## src/rtl/cafb_consts.svh

```systemverilog
`ifndef CAFB_CONSTS_SVH
`define CAFB_CONSTS_SVH
// Functional notes
// - layout writable only in init mode
// - layout bits 5:4 select filter organization
// - closed layout accepts nothing, no reload
// - matched index bits 2:0 give filter
// - index updates when front buffer reloads
// - reset defaults to automatic bus-off recovery
// - user mode needs sequences and cleared hold
////////////////////////////////////////////////////////////////////////////////
// register byte offsets
`define CAFB_OFF_ACC 8'h00
`define CAFB_OFF_CTL 8'h04
`define CAFB_OFF_MISC 8'h08
`define CAFB_OFF_STAT 8'h0C
`define CAFB_OFF_INTST 8'h10
`define CAFB_OFF_INTMSK 8'h14
////////////////////////////////////////////////////////////////////////////////
// field positions
`define CAFB_ACC_LAYOUT_HI 5
`define CAFB_ACC_LAYOUT_LO 4
`define CAFB_ACC_HIT_HI 2
`define CAFB_ACC_HIT_LO 0
`define CAFB_CTL_INIT_REQUEST 0
`define CAFB_CTL_INIT_ACKNOWLEDGE 1
`define CAFB_CTL_RECSEL 2
`define CAFB_MISC_HOLD 0
`define CAFB_STAT_BUSOFF 0
`define CAFB_STAT_SEQDONE 1
`define CAFB_STAT_OCC_HI 15
`define CAFB_STAT_OCC_LO 8
`define CAFB_INT_LOADED 0
`define CAFB_INT_BOENTER 1
`define CAFB_INT_BOEXIT 2
`define CAFB_INT_NUM 3
////////////////////////////////////////////////////////////////////////////////
// reset values and counts
`define CAFB_RST_LAYOUT 2'h0
`define CAFB_RST_HIT 3'h0
`define CAFB_RST_RECSEL 1'h0
`define CAFB_RST_INT 3'h0
`define CAFB_RECESSIVE_RUN 4'hB
`define CAFB_OCC_TARGET 8'h80
`endif

```

## src/rtl/cafb_pkg.sv

```systemverilog
package cafb_pkg;
  typedef enum logic [1:0] {
    CAFB_LAYOUT_TWO32 = 2'b00,
    CAFB_LAYOUT_FOUR16 = 2'b01,
    CAFB_LAYOUT_EIGHT8 = 2'b10,
    CAFB_LAYOUT_CLOSED = 2'b11
  } cafb_layout_type;
  typedef enum logic [1:0] {
    CAFB_ST_ACTIVE = 2'b00,
    CAFB_ST_BUSOFF = 2'b01
  } cafb_state_type;
endpackage

```

## src/rtl/cafb_busoff_if.sv

```systemverilog
`timescale 1ns/1ps
interface cafb_busoff_if;
  logic bit_tick;
  logic rx_level;
  logic active;
  logic seq_done;
  logic [7:0] occ_count;
  modport ctrl (output bit_tick, output rx_level, output active,
                input seq_done, input occ_count);
  modport counter (input bit_tick, input rx_level, input active,
                   output seq_done, output occ_count);
endinterface

```

## src/rtl/cafb_sync.sv

```systemverilog
`timescale 1ns/1ps
module cafb_sync import cafb_pkg::*; (
  // clock and reset
  input wire logic pclk,
  input wire logic presetn,
  // pin and filtered level
  input wire logic pin_in,
  output logic level_out
);
  logic s1_q;
  logic s2_q;
  logic s3_q;
  logic level_q;

  always_ff @(posedge pclk or negedge presetn) begin
    if (!presetn) begin
      s1_q <= 1'h1;
      s2_q <= 1'h1;
      s3_q <= 1'h1;
    end else begin
      s1_q <= pin_in;
      s2_q <= s1_q;
      s3_q <= s2_q;
    end
  end

  // a change counts only once the two later stages agree
  always_ff @(posedge pclk or negedge presetn) begin
    if (!presetn) begin
      level_q <= 1'h1;
    end else if (s2_q == s3_q) begin
      level_q <= s3_q;
    end
  end

  assign level_out = level_q;
endmodule // cafb_sync

```

## src/rtl/cafb_busoff_cnt.sv

```systemverilog
`timescale 1ns/1ps
`include "cafb_consts.svh"
module cafb_busoff_cnt import cafb_pkg::*; (
  // clock and reset
  input wire logic pclk,
  input wire logic presetn,
  // link to the controller
  cafb_busoff_if.counter bl
);
  logic [3:0] run_q;
  logic [7:0] occ_q;

  // recessive runs of 11 bits, counted only while bus-off
  always_ff @(posedge pclk or negedge presetn) begin
    if (!presetn) begin
      run_q <= 4'h0;
    end else if (!bl.active) begin
      run_q <= 4'h0;
    end else if (bl.bit_tick) begin
      if (!bl.rx_level) begin
        run_q <= 4'h0;
      end else if (run_q == `CAFB_RECESSIVE_RUN - 4'h1) begin
        run_q <= 4'h0;
      end else begin
        run_q <= run_q + 4'h1;
      end
    end
  end

  // saturates so a late hold release still finds the count met
  always_ff @(posedge pclk or negedge presetn) begin
    if (!presetn) begin
      occ_q <= 8'h00;
    end else if (!bl.active) begin
      occ_q <= 8'h00;
    end else if (bl.bit_tick && bl.rx_level && run_q == `CAFB_RECESSIVE_RUN - 4'h1
                 && occ_q != `CAFB_OCC_TARGET) begin
      occ_q <= occ_q + 8'h01;
    end
  end

  assign bl.occ_count = occ_q;
  assign bl.seq_done = (occ_q == `CAFB_OCC_TARGET);
endmodule // cafb_busoff_cnt

```

## src/rtl/cafb_top.sv

```systemverilog
`timescale 1ns/1ps
`include "cafb_consts.svh"
module cafb_top import cafb_pkg::*; (
  // clock and reset
  input wire logic pclk,
  input wire logic presetn,
  // apb slave
  input wire logic psel,
  input wire logic penable,
  input wire logic pwrite,
  input wire logic [7:0] paddr,
  input wire logic [31:0] pwdata,
  output logic [31:0] prdata,
  output logic pready,
  output logic pslverr,
  // receive fifo side
  input wire logic fifo_shift,
  input wire logic [2:0] fifo_hit_index,
  // can bus side
  input wire logic can_rx_pin,
  input wire logic bit_tick,
  input wire logic busoff_enter,
  // controller controls
  output logic accept_enable,
  output logic front_load,
  output logic [1:0] acceptance_layout,
  output logic tx_enable,
  output logic error_active,
  output logic irq
);

  ////////////////////////////////////////////////////////////////////////////
  // decode helpers
  function automatic logic reg_hit(input logic [7:0] addr, input logic [7:0] off);
    reg_hit = (addr == off);
  endfunction

  function automatic logic mapped(input logic [7:0] addr);
    mapped = reg_hit(addr, `CAFB_OFF_ACC) || reg_hit(addr, `CAFB_OFF_CTL) ||
             reg_hit(addr, `CAFB_OFF_MISC) || reg_hit(addr, `CAFB_OFF_STAT) ||
             reg_hit(addr, `CAFB_OFF_INTST) || reg_hit(addr, `CAFB_OFF_INTMSK);
  endfunction

  ////////////////////////////////////////////////////////////////////////////
  // state
  cafb_layout_type layout_q;
  logic [2:0] hit_q;
  logic init_req_q;
  logic init_ack_q;
  logic recov_sel_q;
  logic hold_q;
  cafb_state_type state_q;
  logic [`CAFB_INT_NUM-1:0] int_st_q;
  logic [`CAFB_INT_NUM-1:0] int_mask_q;
  logic [`CAFB_INT_NUM-1:0] ev;
  logic [31:0] prdata_q;
  logic pready_q;
  logic pslverr_q;
  logic accept_q;
  logic front_load_q;
  logic tx_en_q;
  logic err_act_q;
  logic irq_q;
  logic rx_level;
  logic in_init;
  logic wr_acc;
  logic wr_ctl;
  logic wr_misc;
  logic wr_intst;
  logic wr_intmsk;
  logic load_now;
  logic recover_now;
  logic enter_now;

  cafb_busoff_if bl();

  ////////////////////////////////////////////////////////////////////////////
  // bus pin and bus-off counter
  cafb_sync u_rx_sync (
    .pclk(pclk),
    .presetn(presetn),
    .pin_in(can_rx_pin),
    .level_out(rx_level)
  );

  assign bl.bit_tick = bit_tick;
  assign bl.rx_level = rx_level;
  assign bl.active = (state_q == CAFB_ST_BUSOFF);

  cafb_busoff_cnt u_busoff_cnt (
    .pclk(pclk),
    .presetn(presetn),
    .bl(bl)
  );

  ////////////////////////////////////////////////////////////////////////////
  // apb: zero-wait, answer in the access cycle
  logic access;
  assign access = psel && penable && pready_q;
  assign in_init = init_req_q && init_ack_q;
  assign wr_acc = access && pwrite && reg_hit(paddr, `CAFB_OFF_ACC);
  assign wr_ctl = access && pwrite && reg_hit(paddr, `CAFB_OFF_CTL);
  assign wr_misc = access && pwrite && reg_hit(paddr, `CAFB_OFF_MISC);
  assign wr_intst = access && pwrite && reg_hit(paddr, `CAFB_OFF_INTST);
  assign wr_intmsk = access && pwrite && reg_hit(paddr, `CAFB_OFF_INTMSK);

  always_ff @(posedge pclk or negedge presetn) begin
    if (!presetn) begin
      pready_q <= 1'h0;
      pslverr_q <= 1'h0;
    end else begin
      pready_q <= psel && !penable;
      pslverr_q <= psel && !penable && !mapped(paddr);
    end
  end

  // read data captured in the setup cycle
  always_ff @(posedge pclk or negedge presetn) begin
    if (!presetn) begin
      prdata_q <= 32'h0000_0000;
    end else if (psel && !penable) begin
      prdata_q <= 32'h0000_0000;
      if (!pwrite) begin
        case (paddr)
          `CAFB_OFF_ACC: begin
            prdata_q[`CAFB_ACC_LAYOUT_HI:`CAFB_ACC_LAYOUT_LO] <= layout_q;
            prdata_q[`CAFB_ACC_HIT_HI:`CAFB_ACC_HIT_LO] <= hit_q;
          end
          `CAFB_OFF_CTL: begin
            prdata_q[`CAFB_CTL_INIT_REQUEST] <= init_req_q;
            prdata_q[`CAFB_CTL_INIT_ACKNOWLEDGE] <= init_ack_q;
            prdata_q[`CAFB_CTL_RECSEL] <= recov_sel_q;
          end
          `CAFB_OFF_MISC: begin
            prdata_q[`CAFB_MISC_HOLD] <= hold_q;
          end
          `CAFB_OFF_STAT: begin
            prdata_q[`CAFB_STAT_BUSOFF] <= (state_q == CAFB_ST_BUSOFF);
            prdata_q[`CAFB_STAT_SEQDONE] <= bl.seq_done;
            prdata_q[`CAFB_STAT_OCC_HI:`CAFB_STAT_OCC_LO] <= bl.occ_count;
          end
          `CAFB_OFF_INTST: begin
            prdata_q[`CAFB_INT_NUM-1:0] <= int_st_q;
          end
          `CAFB_OFF_INTMSK: begin
            prdata_q[`CAFB_INT_NUM-1:0] <= int_mask_q;
          end
          default: begin
            prdata_q <= 32'h0000_0000;
          end
        endcase
      end
    end
  end

  ////////////////////////////////////////////////////////////////////////////
  // control register and init handshake
  always_ff @(posedge pclk or negedge presetn) begin
    if (!presetn) begin
      init_req_q <= 1'h0;
      recov_sel_q <= `CAFB_RST_RECSEL;
    end else if (wr_ctl) begin
      init_req_q <= pwdata[`CAFB_CTL_INIT_REQUEST];
      recov_sel_q <= pwdata[`CAFB_CTL_RECSEL];
    end
  end

  // acknowledge follows the request one cycle later
  always_ff @(posedge pclk or negedge presetn) begin
    if (!presetn) begin
      init_ack_q <= 1'h0;
    end else begin
      init_ack_q <= init_req_q;
    end
  end

  ////////////////////////////////////////////////////////////////////////////
  // acceptance layout and matched index
  always_ff @(posedge pclk or negedge presetn) begin
    if (!presetn) begin
      layout_q <= cafb_layout_type'(`CAFB_RST_LAYOUT);
    end else if (wr_acc && in_init) begin
      layout_q <= cafb_layout_type'(pwdata[`CAFB_ACC_LAYOUT_HI:`CAFB_ACC_LAYOUT_LO]);
    end
  end

  // closed layout blocks every reload of the front buffer
  assign load_now = fifo_shift && (layout_q != CAFB_LAYOUT_CLOSED);

  always_ff @(posedge pclk or negedge presetn) begin
    if (!presetn) begin
      hit_q <= `CAFB_RST_HIT;
    end else if (load_now) begin
      hit_q <= fifo_hit_index;
    end
  end

  always_ff @(posedge pclk or negedge presetn) begin
    if (!presetn) begin
      accept_q <= 1'h0;
      front_load_q <= 1'h0;
    end else begin
      accept_q <= (layout_q != CAFB_LAYOUT_CLOSED);
      front_load_q <= load_now;
    end
  end

  ////////////////////////////////////////////////////////////////////////////
  // bus-off recovery
  assign enter_now = (state_q == CAFB_ST_ACTIVE) && busoff_enter;
  assign recover_now = (state_q == CAFB_ST_BUSOFF) && bl.seq_done &&
                       (!recov_sel_q || !hold_q);

  always_ff @(posedge pclk or negedge presetn) begin
    if (!presetn) begin
      state_q <= CAFB_ST_ACTIVE;
    end else begin
      case (state_q)
        CAFB_ST_ACTIVE: begin
          if (busoff_enter) begin
            state_q <= CAFB_ST_BUSOFF;
          end
        end
        CAFB_ST_BUSOFF: begin
          if (recover_now) begin
            state_q <= CAFB_ST_ACTIVE;
          end
        end
        default: begin
          state_q <= CAFB_ST_ACTIVE;
        end
      endcase
    end
  end

  // hold set by bus-off entry wins over a same-cycle software clear
  always_ff @(posedge pclk or negedge presetn) begin
    if (!presetn) begin
      hold_q <= 1'h0;
    end else if (enter_now && recov_sel_q) begin
      hold_q <= 1'h1;
    end else if (wr_misc && pwdata[`CAFB_MISC_HOLD]) begin
      hold_q <= 1'h0;
    end
  end

  // transmitter dropped in the same edge that enters bus-off
  always_ff @(posedge pclk or negedge presetn) begin
    if (!presetn) begin
      tx_en_q <= 1'h0;
      err_act_q <= 1'h0;
    end else begin
      tx_en_q <= (state_q == CAFB_ST_ACTIVE) ? !busoff_enter : recover_now;
      err_act_q <= (state_q == CAFB_ST_ACTIVE) ? !busoff_enter : recover_now;
    end
  end

  ////////////////////////////////////////////////////////////////////////////
  // interrupts: sticky, write one to clear, set wins
  assign ev[`CAFB_INT_LOADED] = load_now;
  assign ev[`CAFB_INT_BOENTER] = enter_now;
  assign ev[`CAFB_INT_BOEXIT] = recover_now;

  genvar gi;
  generate
    for (gi = 0; gi < `CAFB_INT_NUM; gi++) begin : g_int
      always_ff @(posedge pclk or negedge presetn) begin
        if (!presetn) begin
          int_st_q[gi] <= 1'h0;
        end else if (ev[gi]) begin
          int_st_q[gi] <= 1'h1;
        end else if (wr_intst && pwdata[gi]) begin
          int_st_q[gi] <= 1'h0;
        end
      end
    end
  endgenerate

  always_ff @(posedge pclk or negedge presetn) begin
    if (!presetn) begin
      int_mask_q <= `CAFB_RST_INT;
    end else if (wr_intmsk) begin
      int_mask_q <= pwdata[`CAFB_INT_NUM-1:0];
    end
  end

  always_ff @(posedge pclk or negedge presetn) begin
    if (!presetn) begin
      irq_q <= 1'h0;
    end else begin
      irq_q <= |(int_st_q & int_mask_q);
    end
  end

  ////////////////////////////////////////////////////////////////////////////
  // outputs
  assign prdata = prdata_q;
  assign pready = pready_q;
  assign pslverr = pslverr_q;
  assign accept_enable = accept_q;
  assign front_load = front_load_q;
  assign acceptance_layout = layout_q;
  assign tx_enable = tx_en_q;
  assign error_active = err_act_q;
  assign irq = irq_q;
endmodule // cafb_top

```

## config.mk

```make
export PLATFORM = sky130hd
export DESIGN_NAME = cafb_top
export DESIGN_NICKNAME = d
export VERILOG_FILES = /design/src/rtl/cafb_pkg.sv /design/src/rtl/cafb_busoff_if.sv /design/src/rtl/cafb_sync.sv /design/src/rtl/cafb_busoff_cnt.sv /design/src/rtl/cafb_top.sv
export VERILOG_INCLUDE_DIRS = /design/src /design/src/rtl
export SDC_FILE = /design/constraint.sdc
export NUM_CORES = 1
export LEC_CHECK = 0
export BUFFER_PORTS_ARGS = -buffer_cell sky130_fd_sc_hd__clkbuf_2
export CORE_ASPECT_RATIO = 0.9
export CORE_MARGIN = 2
export CORE_UTILIZATION = 48
export CTS_CLUSTER_SIZE = 14
export DETAILED_ROUTE_END_ITERATION = 10
export MAX_ROUTING_LAYER = met4
export PLACE_DENSITY = 0.87
export SLEW_MARGIN = 20
export SYNTH_ARGS = -nofsm -noshare
export SYNTH_HDL_FRONTEND = slang
export SYNTH_HIERARCHICAL = 1
export SYNTH_SLANG_ARGS = --single-unit
```

## constraint.sdc

```tcl
create_clock -name pclk -period 4 [get_ports pclk]
set_clock_uncertainty 0.1 [all_clocks]
set_input_delay 0.2 -clock pclk [delete_from_list [all_inputs] [get_ports pclk]]
set_output_delay 0.2 -clock pclk [all_outputs]
set_load 0.02 [all_outputs]
```

==> flow_metrics.py <==
metrics = {
    "route": {
        "top_layer": "met4",
        "m1WireLength_mm": 2.22,
        "first_pass_iters": 4,
        "drc": 0,
        "dr_wl_met2_mm": 2.21,
        "num_vias": 1805,
        "wl_mm": 4.75,
        "vias_per_cell": 5.45,
        "drt-initial-drc-count": 119,
        "routedWlPerCell_um": 14.4,
        "ant_nets": 0,
        "dr_wl_met3_um": 217,
    },
    "min_path": {
        "min_path_type": "input pin to flop",
    },
    "synth": {
        "yosys.area_share.simple": 0.156,
        "synth_mux_area_frac": 0.0947,
        "synthAdderAreaFrac": 0.0243,
        "ys.flop_type": "dfrtp_1",
        "syn_avg_cell_area_um2": 11.7,
        "synthXorXnorAreaFrac": 0,
        "ys_seq_elements": 51,
        "ys_warn_count": 6,
        "syn_area_um2": 2520,
        "yosys-top-cells-area": "dfrtp_1 (47%), buf_4 (6.0%), dfstp_2 (4.2%), a22o_1 (3.8%), mux2_2 (3.6%)",
        "synth_commonest_cells": "dfrtp_1 (47), buf_4 (20), nand2_1 (16), inv_1 (12), a22o_1 (11)",
        "netlist_instances": 215,
        "synth_top_family_by_area": "simple AND/OR/NAND/NOR gates",
        "synth_edf_count": 0,
        "synthArstFlopShare": 1.00,
        "synth_top_area_frac": 0.466,
        "yosys.area.top_type": "dfrtp_1",
        "synth_compound_area_frac": 0.121,
        "seq_area_frac_synth": 0.508,
        "synth.most_common_cell": "dfrtp_1",
        "yosys.cell_types.count": 48,
    },
    "critical_path": {
        "crit_fanout": 5,
        "cp-start-kind": "flop",
        "end_kind": "flop",
        "max_stage_delay_ps": 450,
        "cp_data_arrival_time_ps": 1980,
        "cp_data_required_time_ps": 4130,
        "path_cells": "inv_1 -> ha_1 -> nor4bb_1 -> and2_1 -> nand3_1 -> a31oi_1",
        "critPathSlowestCell": "dfrtp_1",
        "critPathKind": "flop to flop",
    },
    "floorplanning": {
        "initial_core_util": 0.489,
        "fp.dieH_um": 72.8,
        "ios": 93,
        "fp-row-count": 25,
        "die-width_um": 80.4,
        "core_area_um2": 5160,
        "dieArea_um2": 5850,
    },
    "final_layout": {
        "antenna_cells": 0,
        "fillers": 404,
        "final_area_um2": 2870,
        "layout-drive-gt1-share": 0.288,
        "area_delta_synth_final_pct": 13.6,
        "nets": 319,
        "final_util": 0.555,
    },
    "global_routing": {
        "grt_pass1_wl_mm": 7.96,
        "grtUsageTotal": 0.183,
        "grt_overflow": 0,
        "grt_pass1_vias": 1747,
        "antenna_found_initial": 0,
        "grt_start_max_net_pins": 52,
    },
    "sta": {
        "fin_tns_setup_ps": 0,
        "min_period_ps": 1860,
        "period_share": 0.464,
        "rsz0062_at_grt": "false",
        "setup_viol": 0,
        "whs_ps": 25.0,
        "fmax_ghz": 0.539,
        "worst_slew_pin_slew_ps": 622,
        "slew_headroom": 0.585,
        "hold_viol": 0,
        "drv_slew": 0,
    },
    "placement": {
        "gp_congestion": 0.821,
        "port-buffer-count": 46,
        "hpwlAfterDp_mm": 3.40,
        "dpl_cell_area_um2": 2720,
    },
    "clock_network": {
        "cts_sinks": 51,
        "clkLatencyLatePin_ps": 300,
        "htreeDepth": 2,
        "cts_root_buf": "clkbuf_8",
        "clock_path_buffers": 2,
        "cts_tree": "built",
        "cts_resized": 0,
        "cts_buffers": 5,
        "clk_pin_slew_ps": 90,
    },
    "status": {
        "outcome": "completed",
    },
    "flow_run": {
        "max_cap_viol_count": 0,
    },
    "pwr": {
        "peakVddDrop_mv": 0.204,
        "p_leak_nw": 1.42,
        "power_density_nw_per_um2": 350,
    },
}
==> worst paths after layout <==
kind | from | to | slack (ps) | depth (start not counted)
min in group asynchronous | presetn | int_mask_q[0]$_DFFE_PN0P_ | 420 | 3
hold / removal | fifo_hit_index[2] | hit_q[2]$_DFFE_PN0P_ | 30 | 2
hold reg to reg | u_rx_sync/s1_q$_DFF_PN1_ | u_rx_sync/s2_q$_DFF_PN1_ | 260 | 0
setup reg to reg | u_busoff_cnt/bl.occ_count[1]$_DFFE_PN0P_ | int_st_q[2]$_DFFE_PN0P_ | 2140 | 6
setup / recovery | u_busoff_cnt/bl.occ_count[1]$_DFFE_PN0P_ | int_st_q[2]$_DFFE_PN0P_ | 2140 | 6
max in group asynchronous | presetn | accept_enable$_DFF_PN0_ | 2960 | 3
==> layer usage <==
metal	vias to the layer above	GRT usage
met4	0	0.0753
li1	858	-
met5	-	-
met1	889	0.242
met2	48	0.280
met3	10	0.0371
==> power by group <==
group	internal [mW]	switching [mW]	total (mW)	leakage, nW
Clock	0.202	0.163	0.365	0.0612
Combinational	0.0351	0.0591	0.0941	0.700
Sequential	0.532	0.0117	0.544	0.660
Total	0.770	0.234	1.00	1.42
==> registers in the layout (all words and copies together) (netlist names), 2 cells and up <==
register and cells:
prdata 13, u_busoff_cnt/bl.occ_count 8, u_busoff_cnt/run_q 4, hit_q 3, int_mask_q 3, int_st_q 3, acceptance_layout 2
==> cell usage in the layout (no fill, tap or decap), types with 2 or more instances in the layout <==
cell	n
nor3_1	4
or3b_2	2
clkbuf_8	6
or4_4	2
and4_1	2
o311ai_0	3
nand2_1	16
a22o_1	11
nand3_1	5
mux2_2	8
a21boi_1	2
a21oi_1	2
or3_1	2
nor2b_1	3
dfrtp_1	47
clkbuf_2	46
nor4b_1	2
ha_1	4
nand4_1	4
a31oi_1	4
nand2b_1	6
nor4_1	4
nor2_1	4
o41ai_1	5
a211oi_1	2
mux2_4	2
inv_1	12
dlygate4sd3_1	3
conb_1	19
dfstp_2	4
a221o_1	2
mux4_1	3
mux2i_1	4
o21ai_0	3
==> per-stage QoR <==
stage          power, mW  cells  setup slack, ps
2_1_floorplan      0.625    233             2100
3_3_place_gp       0.643    320             2000
3_5_place_dp       0.646    320             1960
4_1_cts             1.01    331             2190
5_1_grt             1.05    331             1990
6_report            1.00    331             2140
==> critical path: cells and delay by family, from the launching register on <==
family	cells	cell delay, ps
flip-flops	1	450
AO/OA/AOI/OAI	1	210
buffers and inverters	1	90
AND/OR/NAND/NOR	3	790
adder cells (fa/ha/maj)	1	130
==> cell families (layout without fill, tap and decap cells) <==
kind of cell	count (synthesis)	in the layout
AO/OA/AOI/OAI	39	39
adder cells (fa/ha/maj)	5	5
buffers and inverters	39	70
flip-flops	51	51
multiplexers	17	17
other	1	19
AND/OR/NAND/NOR	63	63
==> timing repair <==
action                                 CTS  global route
hold buffers                             3             0
endpoints found under the hold margin   49             0
buffers inserted                         0             0
==> final cells by class <==
| class | count | area [um2] | share of cell area |
|---|---|---|---|
| clock buffers | 6 | 82.6 | 0.0288 |
| clock inverters | 2 | 35.0 | 0.0122 |
| inverters | 12 | 45.0 | 0.0157 |
| multi-input cells | 143 | 1070 | 0.373 |
| flip-flops and latches | 51 | 1280 | 0.447 |
| well taps | 67 | 83.8 | 0.0293 |
| repair buffers | 50 | 268 | 0.0934 |
No activity file was read; power rests on OpenSTA's default activity.
